File: config.mk
export PLATFORM = sky130hd
export DESIGN_NAME = ibm_modulator
export DESIGN_NICKNAME = d
export VERILOG_FILES = /design/src/hw/ibm_pkg.sv /design/src/hw/ibm_loop.sv /design/src/hw/ibm_modulator.sv
export SDC_FILE = /design/constraint.sdc
export NUM_CORES = 1
export LEC_CHECK = 0
export ABC_AREA = 1
export BUFFER_PORTS_ARGS = -buffer_cell sky130_fd_sc_hd__clkbuf_2
export CORE_UTILIZATION = 36
export CTS_CLUSTER_DIAMETER = 120
export CTS_CLUSTER_SIZE = 20
export DETAILED_ROUTE_END_ITERATION = 12
export HOLD_SLACK_MARGIN = 0.02
export PLACE_DENSITY = 0.57
export SYNTH_ARGS = -nofsm -noshare
export SYNTH_HDL_FRONTEND = slang
export SYNTH_SLANG_ARGS = --single-unit
File: constraint.sdc
create_clock -name I_CLK_SYS -period 4.9 [get_ports I_CLK_SYS]
set_input_delay 0.735 -clock I_CLK_SYS [delete_from_list [all_inputs] [get_ports I_CLK_SYS]]
set_output_delay 0.735 -clock I_CLK_SYS [all_outputs]
set_load 0.01 [all_outputs]
File: src/hw/ibm_pkg.sv
package ibm_pkg;

  // Data widths
  localparam int X_W   = 16;
  localparam int INT_W = 24;
  localparam int SUM_W = 26;

  // Startup: last period count, so output valid after 32 sample clock periods
  localparam logic [4:0] STARTUP_LAST = 5'h1F;
  // Chopper toggles every 16 periods, a full cycle every 32
  localparam logic [3:0] CHOP_LAST    = 4'hF;
  // Clip marker spacing of 128 periods
  localparam logic [6:0] MARK_LAST    = 7'h7F;

  // Input codes at or beyond CLIP_POS and CLIP_NEG are clipped; then the integrator limits and the DAC level
  localparam logic signed [X_W-1:0]   CLIP_POS  = 16'sh7FFF;
  localparam logic signed [X_W-1:0]   CLIP_NEG  = -16'sh7FFF;
  localparam logic signed [INT_W-1:0] INT_MAX   = 24'sh7FFFFF;
  localparam logic signed [INT_W-1:0] INT_MIN   = -24'sh7FFFFF;
  localparam logic signed [INT_W-1:0] DAC_LEVEL = 24'sh007FFF;

  // Barrier carrier of the on-off keying link, MHz (behavioural only)
  localparam int CARRIER_MHZ    = 480;
  // Highest sample clock the far side may supply, MHz
  localparam int SAMPLE_MAX_MHZ = 21;

  typedef struct packed {
    logic sclk;
    logic hs_ok;
    logic cs_ok;
    logic cm_ov;
    logic encoded;
  } ibm_pins_s;

  typedef enum logic [2:0] {
    ST_OFF   = 3'b001,
    ST_START = 3'b010,
    ST_RUN   = 3'b100
  } ibm_state_e;

endpackage : ibm_pkg

File: src/hw/ibm_loop.sv
module ibm_loop
  import ibm_pkg::*;
(
  // Clock and control
  input  wire logic                  clk,
  input  wire logic                  rst_n,
  input  wire logic                  ce,
  input  wire logic                  step,
  // Sensed input
  input  wire logic signed [X_W-1:0] x,
  // Comparator decision
  output logic                       decision
);

  logic signed [INT_W-1:0] i1;
  logic signed [INT_W-1:0] i2;
  logic                    fb;
  logic signed [INT_W-1:0] next_i1;
  logic signed [INT_W-1:0] next_i2;
  logic                    next_fb;
  logic signed [INT_W-1:0] xe;
  logic signed [INT_W-1:0] dac;
  logic signed [SUM_W+1:0] v4;

  function automatic logic signed [INT_W-1:0] sat(input logic signed [SUM_W-1:0] v);
    logic signed [SUM_W-1:0] hi;
    logic signed [SUM_W-1:0] lo;
    hi = SUM_W'(INT_MAX);
    lo = SUM_W'(INT_MIN);
    if (v > hi)
    begin
      sat = INT_MAX;
    end
    else if (v < lo)
    begin
      sat = INT_MIN;
    end
    else
    begin
      sat = v[INT_W-1:0];
    end
  endfunction : sat

  always_comb
  begin
    xe  = INT_W'(x);
    dac = fb ? DAC_LEVEL : -DAC_LEVEL;
    // feed-forward sum, two integrators
    // Weights 3, 1 and -2 x DAC undo the one-step DAC delay
    v4  = (SUM_W+2)'(xe) + ((SUM_W+2)'(i1) <<< 1) + (SUM_W+2)'(i1)
          + (SUM_W+2)'(i2) - ((SUM_W+2)'(dac) <<< 1);
    decision = ~v4[SUM_W+1];
    next_i1  = i1;
    next_i2  = i2;
    next_fb  = fb;
    if (step)
    begin
      next_i1 = sat(SUM_W'(i1) + SUM_W'(xe) - SUM_W'(dac));
      next_i2 = sat(SUM_W'(i2) + SUM_W'(i1));
      next_fb = decision;
    end
  end

  always_ff @(posedge clk or negedge rst_n)
  begin
    if (!rst_n)
    begin
      i1 <= '0;
      i2 <= '0;
      fb <= 1'b0;
    end
    else if (ce)
    begin
      i1 <= next_i1;
      i2 <= next_i2;
      fb <= next_fb;
    end
  end

  property p_dac_follows;
    @(posedge clk) disable iff (!rst_n)
    (step && ce) |=> (fb == $past(decision));
  endproperty
  a_dac_follows: assert property (p_dac_follows)
    else $error("DAC level did not follow decision");

endmodule : ibm_loop

File: src/hw/ibm_modulator.sv
module ibm_modulator
  import ibm_pkg::*;
(
  // System
  input  wire logic                  I_CLK_SYS,
  input  wire logic                  I_NRST,
  input  wire logic                  I_CE,
  // Pins from the far side and supplies
  input  wire logic                  I_SAMPLE_CLOCK_IN,
  input  wire logic                  I_HIGH_SIDE_SUPPLY,
  input  wire logic                  I_CONTROLLER_SIDE_SUPPLY,
  input  wire logic                  I_CM_OVERVOLTAGE,
  input  wire logic                  I_ENCODED,
  // Digitised front-end sample, same clock
  input  wire logic signed [X_W-1:0] I_AIN_SAMPLE,
  // Outputs
  output logic                       O_DOUT,
  output logic                       O_CARRIER_ON,
  output logic                       O_CHOPPER,
  output logic                       O_VALID
);

  logic [1:0]  rst_q;
  logic        rst_n;
  ibm_pins_s   pins_m;
  ibm_pins_s   pins_s;
  ibm_pins_s   pins_raw;
  logic        sclk_d;
  logic        rise;

  ibm_state_e  state;
  ibm_state_e  next_state;
  logic [4:0]  period_cnt;
  logic [4:0]  next_period_cnt;
  logic [3:0]  chop_cnt;
  logic [3:0]  next_chop_cnt;
  logic        next_chop;
  logic [6:0]  mark_cnt;
  logic [6:0]  next_mark_cnt;
  logic        bit_q;
  logic        next_bit;
  logic        next_carrier;
  logic        next_dout;
  logic        next_valid;
  logic        clip_hi;
  logic        clip_lo;
  logic        step;
  logic        loop_bit;

  // Reset release through two flops
  always_ff @(posedge I_CLK_SYS or negedge I_NRST)
  begin
    if (!I_NRST)
    begin
      rst_q <= 2'h0;
    end
    else
    begin
      rst_q <= {rst_q[0], 1'b1};
    end
  end
  assign rst_n = rst_q[1];

  assign pins_raw = '{sclk:    I_SAMPLE_CLOCK_IN,
                      hs_ok:   I_HIGH_SIDE_SUPPLY,
                      cs_ok:   I_CONTROLLER_SIDE_SUPPLY,
                      cm_ov:   I_CM_OVERVOLTAGE,
                      encoded: I_ENCODED};

  // Pin synchroniser and edge history
  always_ff @(posedge I_CLK_SYS or negedge rst_n)
  begin
    if (!rst_n)
    begin
      pins_m <= '0;
      pins_s <= '0;
      sclk_d <= 1'b0;
    end
    else if (I_CE)
    begin
      pins_m <= pins_raw;
      pins_s <= pins_m;
      sclk_d <= pins_s.sclk;
    end
  end

  assign rise    = pins_s.sclk & ~sclk_d;
  assign clip_hi = (I_AIN_SAMPLE >= CLIP_POS);
  assign clip_lo = (I_AIN_SAMPLE <= CLIP_NEG);
  assign step    = rise && (state == ST_RUN) && pins_s.hs_ok;

  ibm_loop u_loop (
    .clk      (I_CLK_SYS),
    .rst_n    (rst_n),
    .ce       (I_CE),
    .step     (step),
    .x        (I_AIN_SAMPLE),
    .decision (loop_bit)
  );

  // Startup sequencing
  always_comb
  begin
    next_state      = state;
    next_period_cnt = period_cnt;
    case (state)
      ST_OFF:
      begin
        next_period_cnt = 5'h00;
        if (pins_s.cs_ok)
        begin
          next_state = ST_START;
        end
      end
      ST_START:
      begin
        if (rise)
        begin
          next_period_cnt = period_cnt + 5'h01;
          if (period_cnt == STARTUP_LAST)
          begin
            next_state = ST_RUN;
          end
        end
      end
      ST_RUN:
      begin
        next_period_cnt = 5'h00;
      end
      default:
      begin
        next_state = ST_OFF;
      end
    endcase
    if (!pins_s.cs_ok)
    begin
      next_state = ST_OFF;
    end
    next_valid = (next_state == ST_RUN);
  end

  // Chopper and stream bit
  always_comb
  begin
    next_chop_cnt = chop_cnt;
    next_chop     = O_CHOPPER;
    next_mark_cnt = mark_cnt;
    next_bit      = bit_q;
    if (rise && (state != ST_OFF))
    begin
      next_chop_cnt = chop_cnt + 4'h1;
      if (chop_cnt == CHOP_LAST)
      begin
        next_chop = ~O_CHOPPER;
      end
    end
    if (rise)
    begin
      next_mark_cnt = (clip_hi || clip_lo) ? mark_cnt + 7'h01 : 7'h00;
      if (state != ST_RUN)
      begin
        next_bit = 1'b0;
      end
      else if (!pins_s.hs_ok)
      begin
        next_bit = 1'b0;
      end
      else if (pins_s.cm_ov)
      begin
        next_bit = 1'b1;
      end
      else if (clip_hi || clip_lo)
      begin
        next_bit = (mark_cnt == MARK_LAST) ? clip_lo : clip_hi;
      end
      else
      begin
        next_bit = loop_bit;
      end
    end
    next_carrier = bit_q;
    if (pins_s.encoded)
    begin
      next_dout = O_CARRIER_ON ^ pins_s.sclk;
    end
    else
    begin
      next_dout = O_CARRIER_ON;
    end
  end

  always_ff @(posedge I_CLK_SYS or negedge rst_n)
  begin
    if (!rst_n)
    begin
      state        <= ST_OFF;
      period_cnt   <= 5'h00;
      chop_cnt     <= 4'h0;
      O_CHOPPER    <= 1'b0;
      mark_cnt     <= 7'h00;
      bit_q        <= 1'b0;
      O_CARRIER_ON <= 1'b0;
      O_DOUT       <= 1'b0;
      O_VALID      <= 1'b0;
    end
    else if (I_CE)
    begin
      state        <= next_state;
      period_cnt   <= next_period_cnt;
      chop_cnt     <= next_chop_cnt;
      O_CHOPPER    <= next_chop;
      mark_cnt     <= next_mark_cnt;
      bit_q        <= next_bit;
      O_CARRIER_ON <= next_carrier;
      O_DOUT       <= next_dout;
      O_VALID      <= next_valid;
    end
  end

  property p_startup;
    @(posedge I_CLK_SYS) disable iff (!rst_n || !I_CE)
    $rose(O_VALID) |-> ($past(period_cnt) == STARTUP_LAST) && $past(rise);
  endproperty
  a_startup: assert property (p_startup)
    else $error("Valid rose before 32 sample periods");

  property p_chop;
    @(posedge I_CLK_SYS) disable iff (!rst_n || !I_CE)
    $changed(O_CHOPPER) |-> $past(rise) && ($past(chop_cnt) == CHOP_LAST);
  endproperty
  a_chop: assert property (p_chop)
    else $error("Chopper toggled off the divide by 32");

  property p_carrier;
    @(posedge I_CLK_SYS) disable iff (!rst_n || !I_CE)
    $rose(bit_q) |=> O_CARRIER_ON ##1 (O_DOUT == ($past(O_CARRIER_ON)
      ^ ($past(pins_s.encoded) & $past(pins_s.sclk))));
  endproperty
  a_carrier: assert property (p_carrier)
    else $error("Carrier did not follow a one");

  property p_uncoded;
    @(posedge I_CLK_SYS) disable iff (!rst_n || !I_CE)
    ($changed(O_DOUT) && !$past(pins_s.encoded)) |-> $past(rise, 3);
  endproperty
  a_uncoded: assert property (p_uncoded)
    else $error("Uncoded output changed off a rising edge");

  property p_encoded;
    @(posedge I_CLK_SYS) disable iff (!rst_n || !I_CE)
    pins_s.encoded |=> (O_DOUT == ($past(O_CARRIER_ON) ^ $past(pins_s.sclk)));
  endproperty
  a_encoded: assert property (p_encoded)
    else $error("Encoded symbol is not data XOR clock");

  property p_marker;
    @(posedge I_CLK_SYS) disable iff (!rst_n || !I_CE)
    (rise && state == ST_RUN && pins_s.hs_ok && !pins_s.cm_ov && clip_hi
      && mark_cnt == MARK_LAST) |=> !bit_q;
  endproperty
  a_marker: assert property (p_marker)
    else $error("Missing clip marker bit");

  property p_no_supply;
    @(posedge I_CLK_SYS) disable iff (!rst_n || !I_CE)
    (rise && !pins_s.hs_ok) |=> !bit_q ##2 !O_CARRIER_ON;
  endproperty
  a_no_supply: assert property (p_no_supply)
    else $error("Stream not zero without high-side supply");

  property p_overvolt;
    @(posedge I_CLK_SYS) disable iff (!rst_n || !I_CE)
    (rise && state == ST_RUN && pins_s.hs_ok && pins_s.cm_ov) |=> bit_q;
  endproperty
  a_overvolt: assert property (p_overvolt)
    else $error("Stream not one under overvoltage");

endmodule : ibm_modulator

* Word level (Yosys, flattened, before mapping) *
Index checks and enable logic that the tools add are counted.

word-level totals
  word-level logic and storage cells = 84
  output and inout port bits = 4
  bits in registers = 86
  input port bits = 24

operators by class
  equality and inequality tests = 10
  bitwise gates (word level) = 5
  reduce and logical (&&, ||, !) cells = 11
  add/subtract/negate cells = 10
  magnitude comparators = 6
  mux-type cells = 18

operators by type and width
  kind                                                                            count
  24-bit two-way mux                                                              5
  26-bit by 24-bit > comparator with 1-bit output, second input constant          2
  26-bit by 24-bit less-than comparator with 1-bit output, second input constant  2
  28-bit by 24-bit adder with 28-bit output                                       1
  28-bit by 25-bit subtractor with 28-bit output                                  1
  26-bit by 24-bit adder with 27-bit output                                       1
  16-bit by 25-bit adder with 26-bit output                                       1
  25-bit by 24-bit subtractor with 26-bit output                                  1
  24-bit by 16-bit adder with 25-bit output                                       1
  24-bit by 24-bit adder with 25-bit output                                       1
  16-bit greater-or-equal comparator, second input constant                       1
  16-bit less-or-equal comparator, second input constant                          1
  5-bit case mux with 2 select lines                                              1
  3-bit two-way mux                                                               3
  3-bit case mux with 3 select lines                                              1
  7-bit by 1-bit adder with 7-bit output, second input constant                   1
  7-bit == test, second input constant                                            1
  7-bit two-way mux                                                               1
  3-bit == test, second input constant                                            2
  1-bit two-way mux                                                               6
  2-bit AND reduction                                                             3
  3-bit AND reduction                                                             2
  5-bit by 1-bit adder with 5-bit output, second input constant                   1
  5-bit == test, second input constant                                            1
  other kinds (15)                                                                19

* Depth between registers and ports, before layout *
  depth after elaboration = 9
  depth in mapped cells = 26
  depth with buffers taken out = 26

* By module *
From an unflattened synthesis, not the netlist that was laid out.

second synthesis, totals
  cell total of the unflattened synthesis = 1394
  area, all modules = 10209.8 um^2

modules (own cells, without submodules)
  module         instances  area each (um^2)  cells each  sequential area each (um^2)
  ibm_loop       1          8349.3            1171        1226.2
  ibm_modulator  1          1860.5            223         927.1

* Worst setup path before layout *
No wires, ideal clock.

  path kind = input port to flip-flop
  start point = input I_AIN_SAMPLE[1]
  end point = register u_loop.fb
  data required time = 4.729 ns
  buffers on the path = 0
  arrival time = 4.463 ns
  library setup time = 0.171 ns
  stages on the path = 24
  path slack = 0.266 ns
  path through = fa_1 > ha_1 > fa_1 > nand3_1 > nand2_1 > a21oi_1 > inv_1 > a21oi_1 > o21ai_1 > inv_1 > o21ai_1 > nand2_1 > nand2_1 > xor2_1 > fa_1 > ha_1 > nand2_1 > nor2_1 > a211oi_1 > o211ai_1 > a21oi_1 > nand2_1 > o21ai_0 > o21ai_0

between the ends
  word-level cells in the longest chain between the ends = 5

ends and longest elaborated chain
  element                                         RTL line             RTL
  from (decl)                                     ibm_modulator.sv:15  input wire logic signed [X_W-1:0] I_AIN_SAMPLE,
  16-bit by 25-bit adder with 26-bit output       ibm_loop.sv:50       v4 = (SUM_W+2)'(xe) + ((SUM_W+2)'(i1) <<< 1) + (SUM_W+2)'(i1)
  26-bit by 24-bit adder with 27-bit output       ibm_loop.sv:50
  28-bit by 24-bit adder with 28-bit output       ibm_loop.sv:51       + (SUM_W+2)'(i2) - ((SUM_W+2)'(dac) <<< 1);
  28-bit by 25-bit subtractor with 28-bit output  ibm_loop.sv:51
  1-bit NOT                                       ibm_loop.sv:52       decision = ~v4[SUM_W+1];
  to (signal assigned)                            ibm_loop.sv:76       fb <= next_fb;
  to (decl)                                       ibm_loop.sv:17       logic fb;

Every way passes these cells.
A chain may end at the register's enable or synchronous reset.

* Final worst setup path *
Same ends and word-level chain as after synthesis.

==> results by group <==
Outcome
  • Outcome: complete, no violations

Critical path
  • CP delay by family, top: adder cells
  • Cell mode on critical path: nand2_1
  • Reg2reg setup slack: a little under 0.4 ns
  • WP buf/inv: 4
  • Critical Path Start: I_AIN_SAMPLE[1]
  • WS Path Type: in -> reg
  • RR Startpoint: u_loop.i1[1]$_DFFE_PN0P_
  • Nature of the critical path endpoint: flip-flop
  • Crit Reg-Reg Endpoint: u_loop.fb$_DFFE_PN0P_
  • Critical path fanouts, max: 2
  • Worst reg2reg path depth: 25
  • Startpoint Class: input pin
  • Worst path slowest cell: fa_1
  • Worst Path Required: a little over 5 ns
  • CP Data Arrival Time: 4.77 ns
  • Slowest Stage Delay on Critical Path: approximately 0.47 ns

STA
  • Worst Skew: between 0.008 and 0.009 ns
  • Hold Vio Cnt, Final: 0
  • Hold_ws: 0.152 ns
  • Final worst path period share: 92.8%
  • Slew @ Worst Pin: around 1.1 ns
  • Rel. slew slack: 26.3%
  • Final Setup Violations: 0
  • FMAX: between 200 and 250 MHz
  • Minimum clock period after layout: between 4 and 5 ns
  • Final Max Tran Viols: 0
  • RSZ-0062 raised after global routing: yes

Synthesis
  • Net Count, Synth: approximately 1.7k
  • Synth Area in Compound Gates: 11.5%
  • Post-Synth XOR/XNOR Area: under 10%
  • Synth unique cells: 49
  • Adder-cell share of the synthesized area: roughly a quarter
  • Number of flops mapped to enable cells by yosys: 0
  • Yosys top cell area share: 20.0%
  • Synth warn: 0
  • Post-Synth Simple-Gate Area: around 28%
  • Leading area contributor after synthesis: dfrtp_1
  • Post-synth design cell area: between 10000 and 15000 sq um
  • Synth Register Bits: 86
  • Asr flop ratio synth: between 90% and 100%
  • Synth top area cells: dfrtp_1 20%, nand2_1 14%, fa_1 14%, ha_1 12%, inv_1 9.3%
  • Largest family of logic cells by synthesized area: simple AND/OR/NAND/NOR gates
  • Multiplexer share of the synthesized area: less than 1%
  • Most used DFF post-synth: dfrtp_1
  • Part of the Yosys area used for sequential elements: 20.2%
  • Avg Inst Size Synth: 7.07 sq um
  • Syn Inst Count: 1507

Pwr
  • Leakage power: 6.54 nW
  • Share of power burned in registers: between 10% and 20%
  • Comb pwr share: between 60% and 70%
  • Clk pwr share: roughly 14%
  • NetSw: around 2.4 mW
  • Sw Ratio: between 40% and 50%
  • Power per cell area: between 400 and 500 nW/um^2
  • Peak supply drop: about 270 uV
  • Int Pwr: between 2 and 3 mW

CTS
  • Total clock sinks: 86
  • Clk_lat worst skew: 0.36 ns
  • Clock root buffer: clkbuf_16
  • H-tree levels: 3
  • CTS buffer count: 9
  • Worst-case clock buffer depth: 2
  • Clock slew at reported path FFs: ~0.07 ns
  • CTS tree: done

Finish
  • Layout cells sized above 1: around 11%
  • Diode count: 0
  • Post-Layout Cell Count: 1972
  • Fin nets: roughly 1.8k
  • P&R area growth vs syn: 12.1%

Global route
  • Gr ovfl total: 0
  • Met2 usage: 30.2%
  • Met1 Resource Use GR: about 26%
  • Total GRT Usage: 18.5%
  • Largest net degree at the start of global routing: 85
  • Top Usage Layer GRT: met2
  • Grt met3 use: ~1.7%
  • Initial antenna violation count: 0
  • Global-route wire length before repair: 45100 microns
  • Vias in the first global route: slightly above 9k

Placed design
  • Hpwl dp: ~23000 microns
  • Buffers on Ports: 27
  • GP Congestion: ~0.9
  • Inst Count DP: 1955

Drt
  • Vias: ~9.4k
  • DRC violation count after routing: 0
  • Total Wirelength: between 20000 and 30000 microns
  • Final ANT Viol Nets: 0
  • WL/cell: 13.4 microns
  • Vias/cell: between 4 and 5
  • DRT iter0 DRCs: 501
  • First-pass iteration count of the detailed router: 5

Floorplan
  • Die Y: roughly 170 microns
  • Die width: between 150 and 200 microns
  • Initial core utilization: 36.8%
  • Site Rows: 62
  • Die Area: 30300 sq um
  • CORE AREA: around 29000 sq um
  • Io pins: 28

Min path
  • HP Class: in -> async

Job
  • Max capacitance violation total: 0
==> through the flow <==
stage	setup TNS (ns)	area, sq um	util [%]	worst slack, ns	total power, mW
final	0	12000	41.3	0.354	4.97
after global routing	-0.0604	12000	41.3	-0.0604	5.55
after CTS	0	11900	41.1	0.190	4.95
after detailed placement	-0.266	11600	40.0	-0.133	4.21
after global placement	-0.0658	11600	40.0	-0.0429	4.15
after floorplan	0	10700	-	0.266	3.35
==> worst register-to-register path: stages (launching register included) <==
cell	delay [ns]
dfrtp_2	0.48
fa_1	0.45
ha_2	0.20
fa_2	0.34
nand3_1	0.09
nand2_1	0.09
a21oi_2	0.12
buf_4	0.12
inv_1	0.05
a21oi_2	0.19
o21ai_2	0.08
inv_1	0.06
o21ai_1	0.07
nand2_1	0.07
nand2_1	0.08
xor2_2	0.19
fa_1	0.46
ha_1	0.29
nand2_1	0.09
nor2_1	0.06
a211oi_2	0.19
o211ai_1	0.10
a21oi_1	0.14
nand2_1	0.10
o21ai_1	0.18
o21ai_0	0.11
==> flip-flops by register name, indices dropped and copies added (netlist names), 2 cells and up <==
name and count:
mark_cnt 7, pins_s 5, pins_m 5, u_loop.i1 24, rst_q 2, chop_cnt 4
u_loop.i2 24, period_cnt 5, state 3
==> how the worst max path moves through the flow <==
stage	end	slack, ns	depth (start not counted)
after floorplan	u_loop.fb$_DFFE_PN0P_	0.27	24
after global placement	u_loop.fb$_DFFE_PN0P_	-0.04	23
after detailed placement	u_loop.fb$_DFFE_PN0P_	-0.13	26
after CTS	u_loop.fb$_DFFE_PN0P_	0.19	25
after global routing	bit_q$_DFFE_PN0P_	-0.06	27
final	u_loop.fb$_DFFE_PN0P_	0.35	26
==> kinds of logic (layout without fill, tap and decap cells) <==
kind of cell | count (synthesis) | count (layout)
other | 1 | 1
XOR/XNOR | 40 | 40
multiplexers | 1 | 1
AND/OR/NAND/NOR | 701 | 701
flip-flops | 86 | 86
AO/OA/AOI/OAI | 213 | 213
buffers and inverters | 286 | 367
adder cells (fa/ha/maj) | 179 | 179
==> layout make-up <==
class | count | area, sq um
Multi-Input combinational cell | 1135 | 7430
Fill cell | 3035 | 17000
Sequential cell | 86 | 2170
Clock buffer | 10 | 239
Clock inverter | 6 | 70.1
Timing Repair Buffer | 81 | 553
Tap cell | 384 | 480
Inverter | 270 | 1010
==> power groups by stage <==
stage,combinational (mW),clock [mW],sequential (mW)
2_1_floorplan,2.42,0,0.932
3_5_place_dp,3.23,0,0.973
6_report,3.29,0.712,0.963
3_3_place_gp,3.18,0,0.971
4_1_cts,3.25,0.735,0.961
5_1_grt,3.80,0.765,0.982
==> Yosys cell counts (2+ instances only) <==
master / count
fa_1: 74
o21ai_1: 3
or2_2: 2
o21bai_1: 9
xnor2_1: 13
ha_1: 105
nor4_1: 11
buf_6: 6
o21ai_0: 43
nand4_1: 18
dfrtp_1: 85
a21o_1: 2
a21oi_1: 117
inv_2: 5
a31oi_1: 3
o211ai_1: 7
nand2_1: 406
nand3_2: 4
nand3b_1: 13
o31ai_1: 2
xor2_2: 2
buf_2: 2
nor2_1: 136
a21oi_2: 18
inv_1: 265
xor2_1: 25
nor3_1: 18
clkbuf_1: 5
buf_4: 3
nand2_2: 21
nand3_1: 65
a211oi_1: 2
==> cell usage in the layout (no fill, tap or decap), types with 2 or more instances in the layout <==
cell type and count:
dfrtp_1 74, o31ai_1 2, clkbuf_16 9, nand3_1 65, o21bai_1 9, nand4_1 18
xor2_2 3, ha_1 104, nand2_2 21, inv_2 5, clkinv_4 3, o21ai_1 5
dfrtp_2 10, o211ai_1 7, nor2_1 136, nand3b_1 13, xor2_1 24, a31oi_1 3
or2_2 2, nand3_2 4, nor4_2 2, xnor2_1 13, nand2_1 406, fa_1 73
o21ai_0 40, buf_4 53, nor4_1 9, inv_1 265, clkbuf_2 27, a21oi_2 20
a21o_1 2, a21oi_1 115, nor3_1 16, nor3_2 3
==> timing repair <==
item                                    in CTS  in global routing
gates resized for setup                      0                 22
endpoints found under the setup margin       0                  2
hold buffers                                 0                  0
buffers inserted                             0                  1
==> metal layers <==
metal  vias up  part of all wire (%)
li1       4940                     -
met1      4328                    50
met2       112                    45
met3        33                   2.4
met4         0                   2.3
met5         -                     0
(Power assumes the default switching activity.)
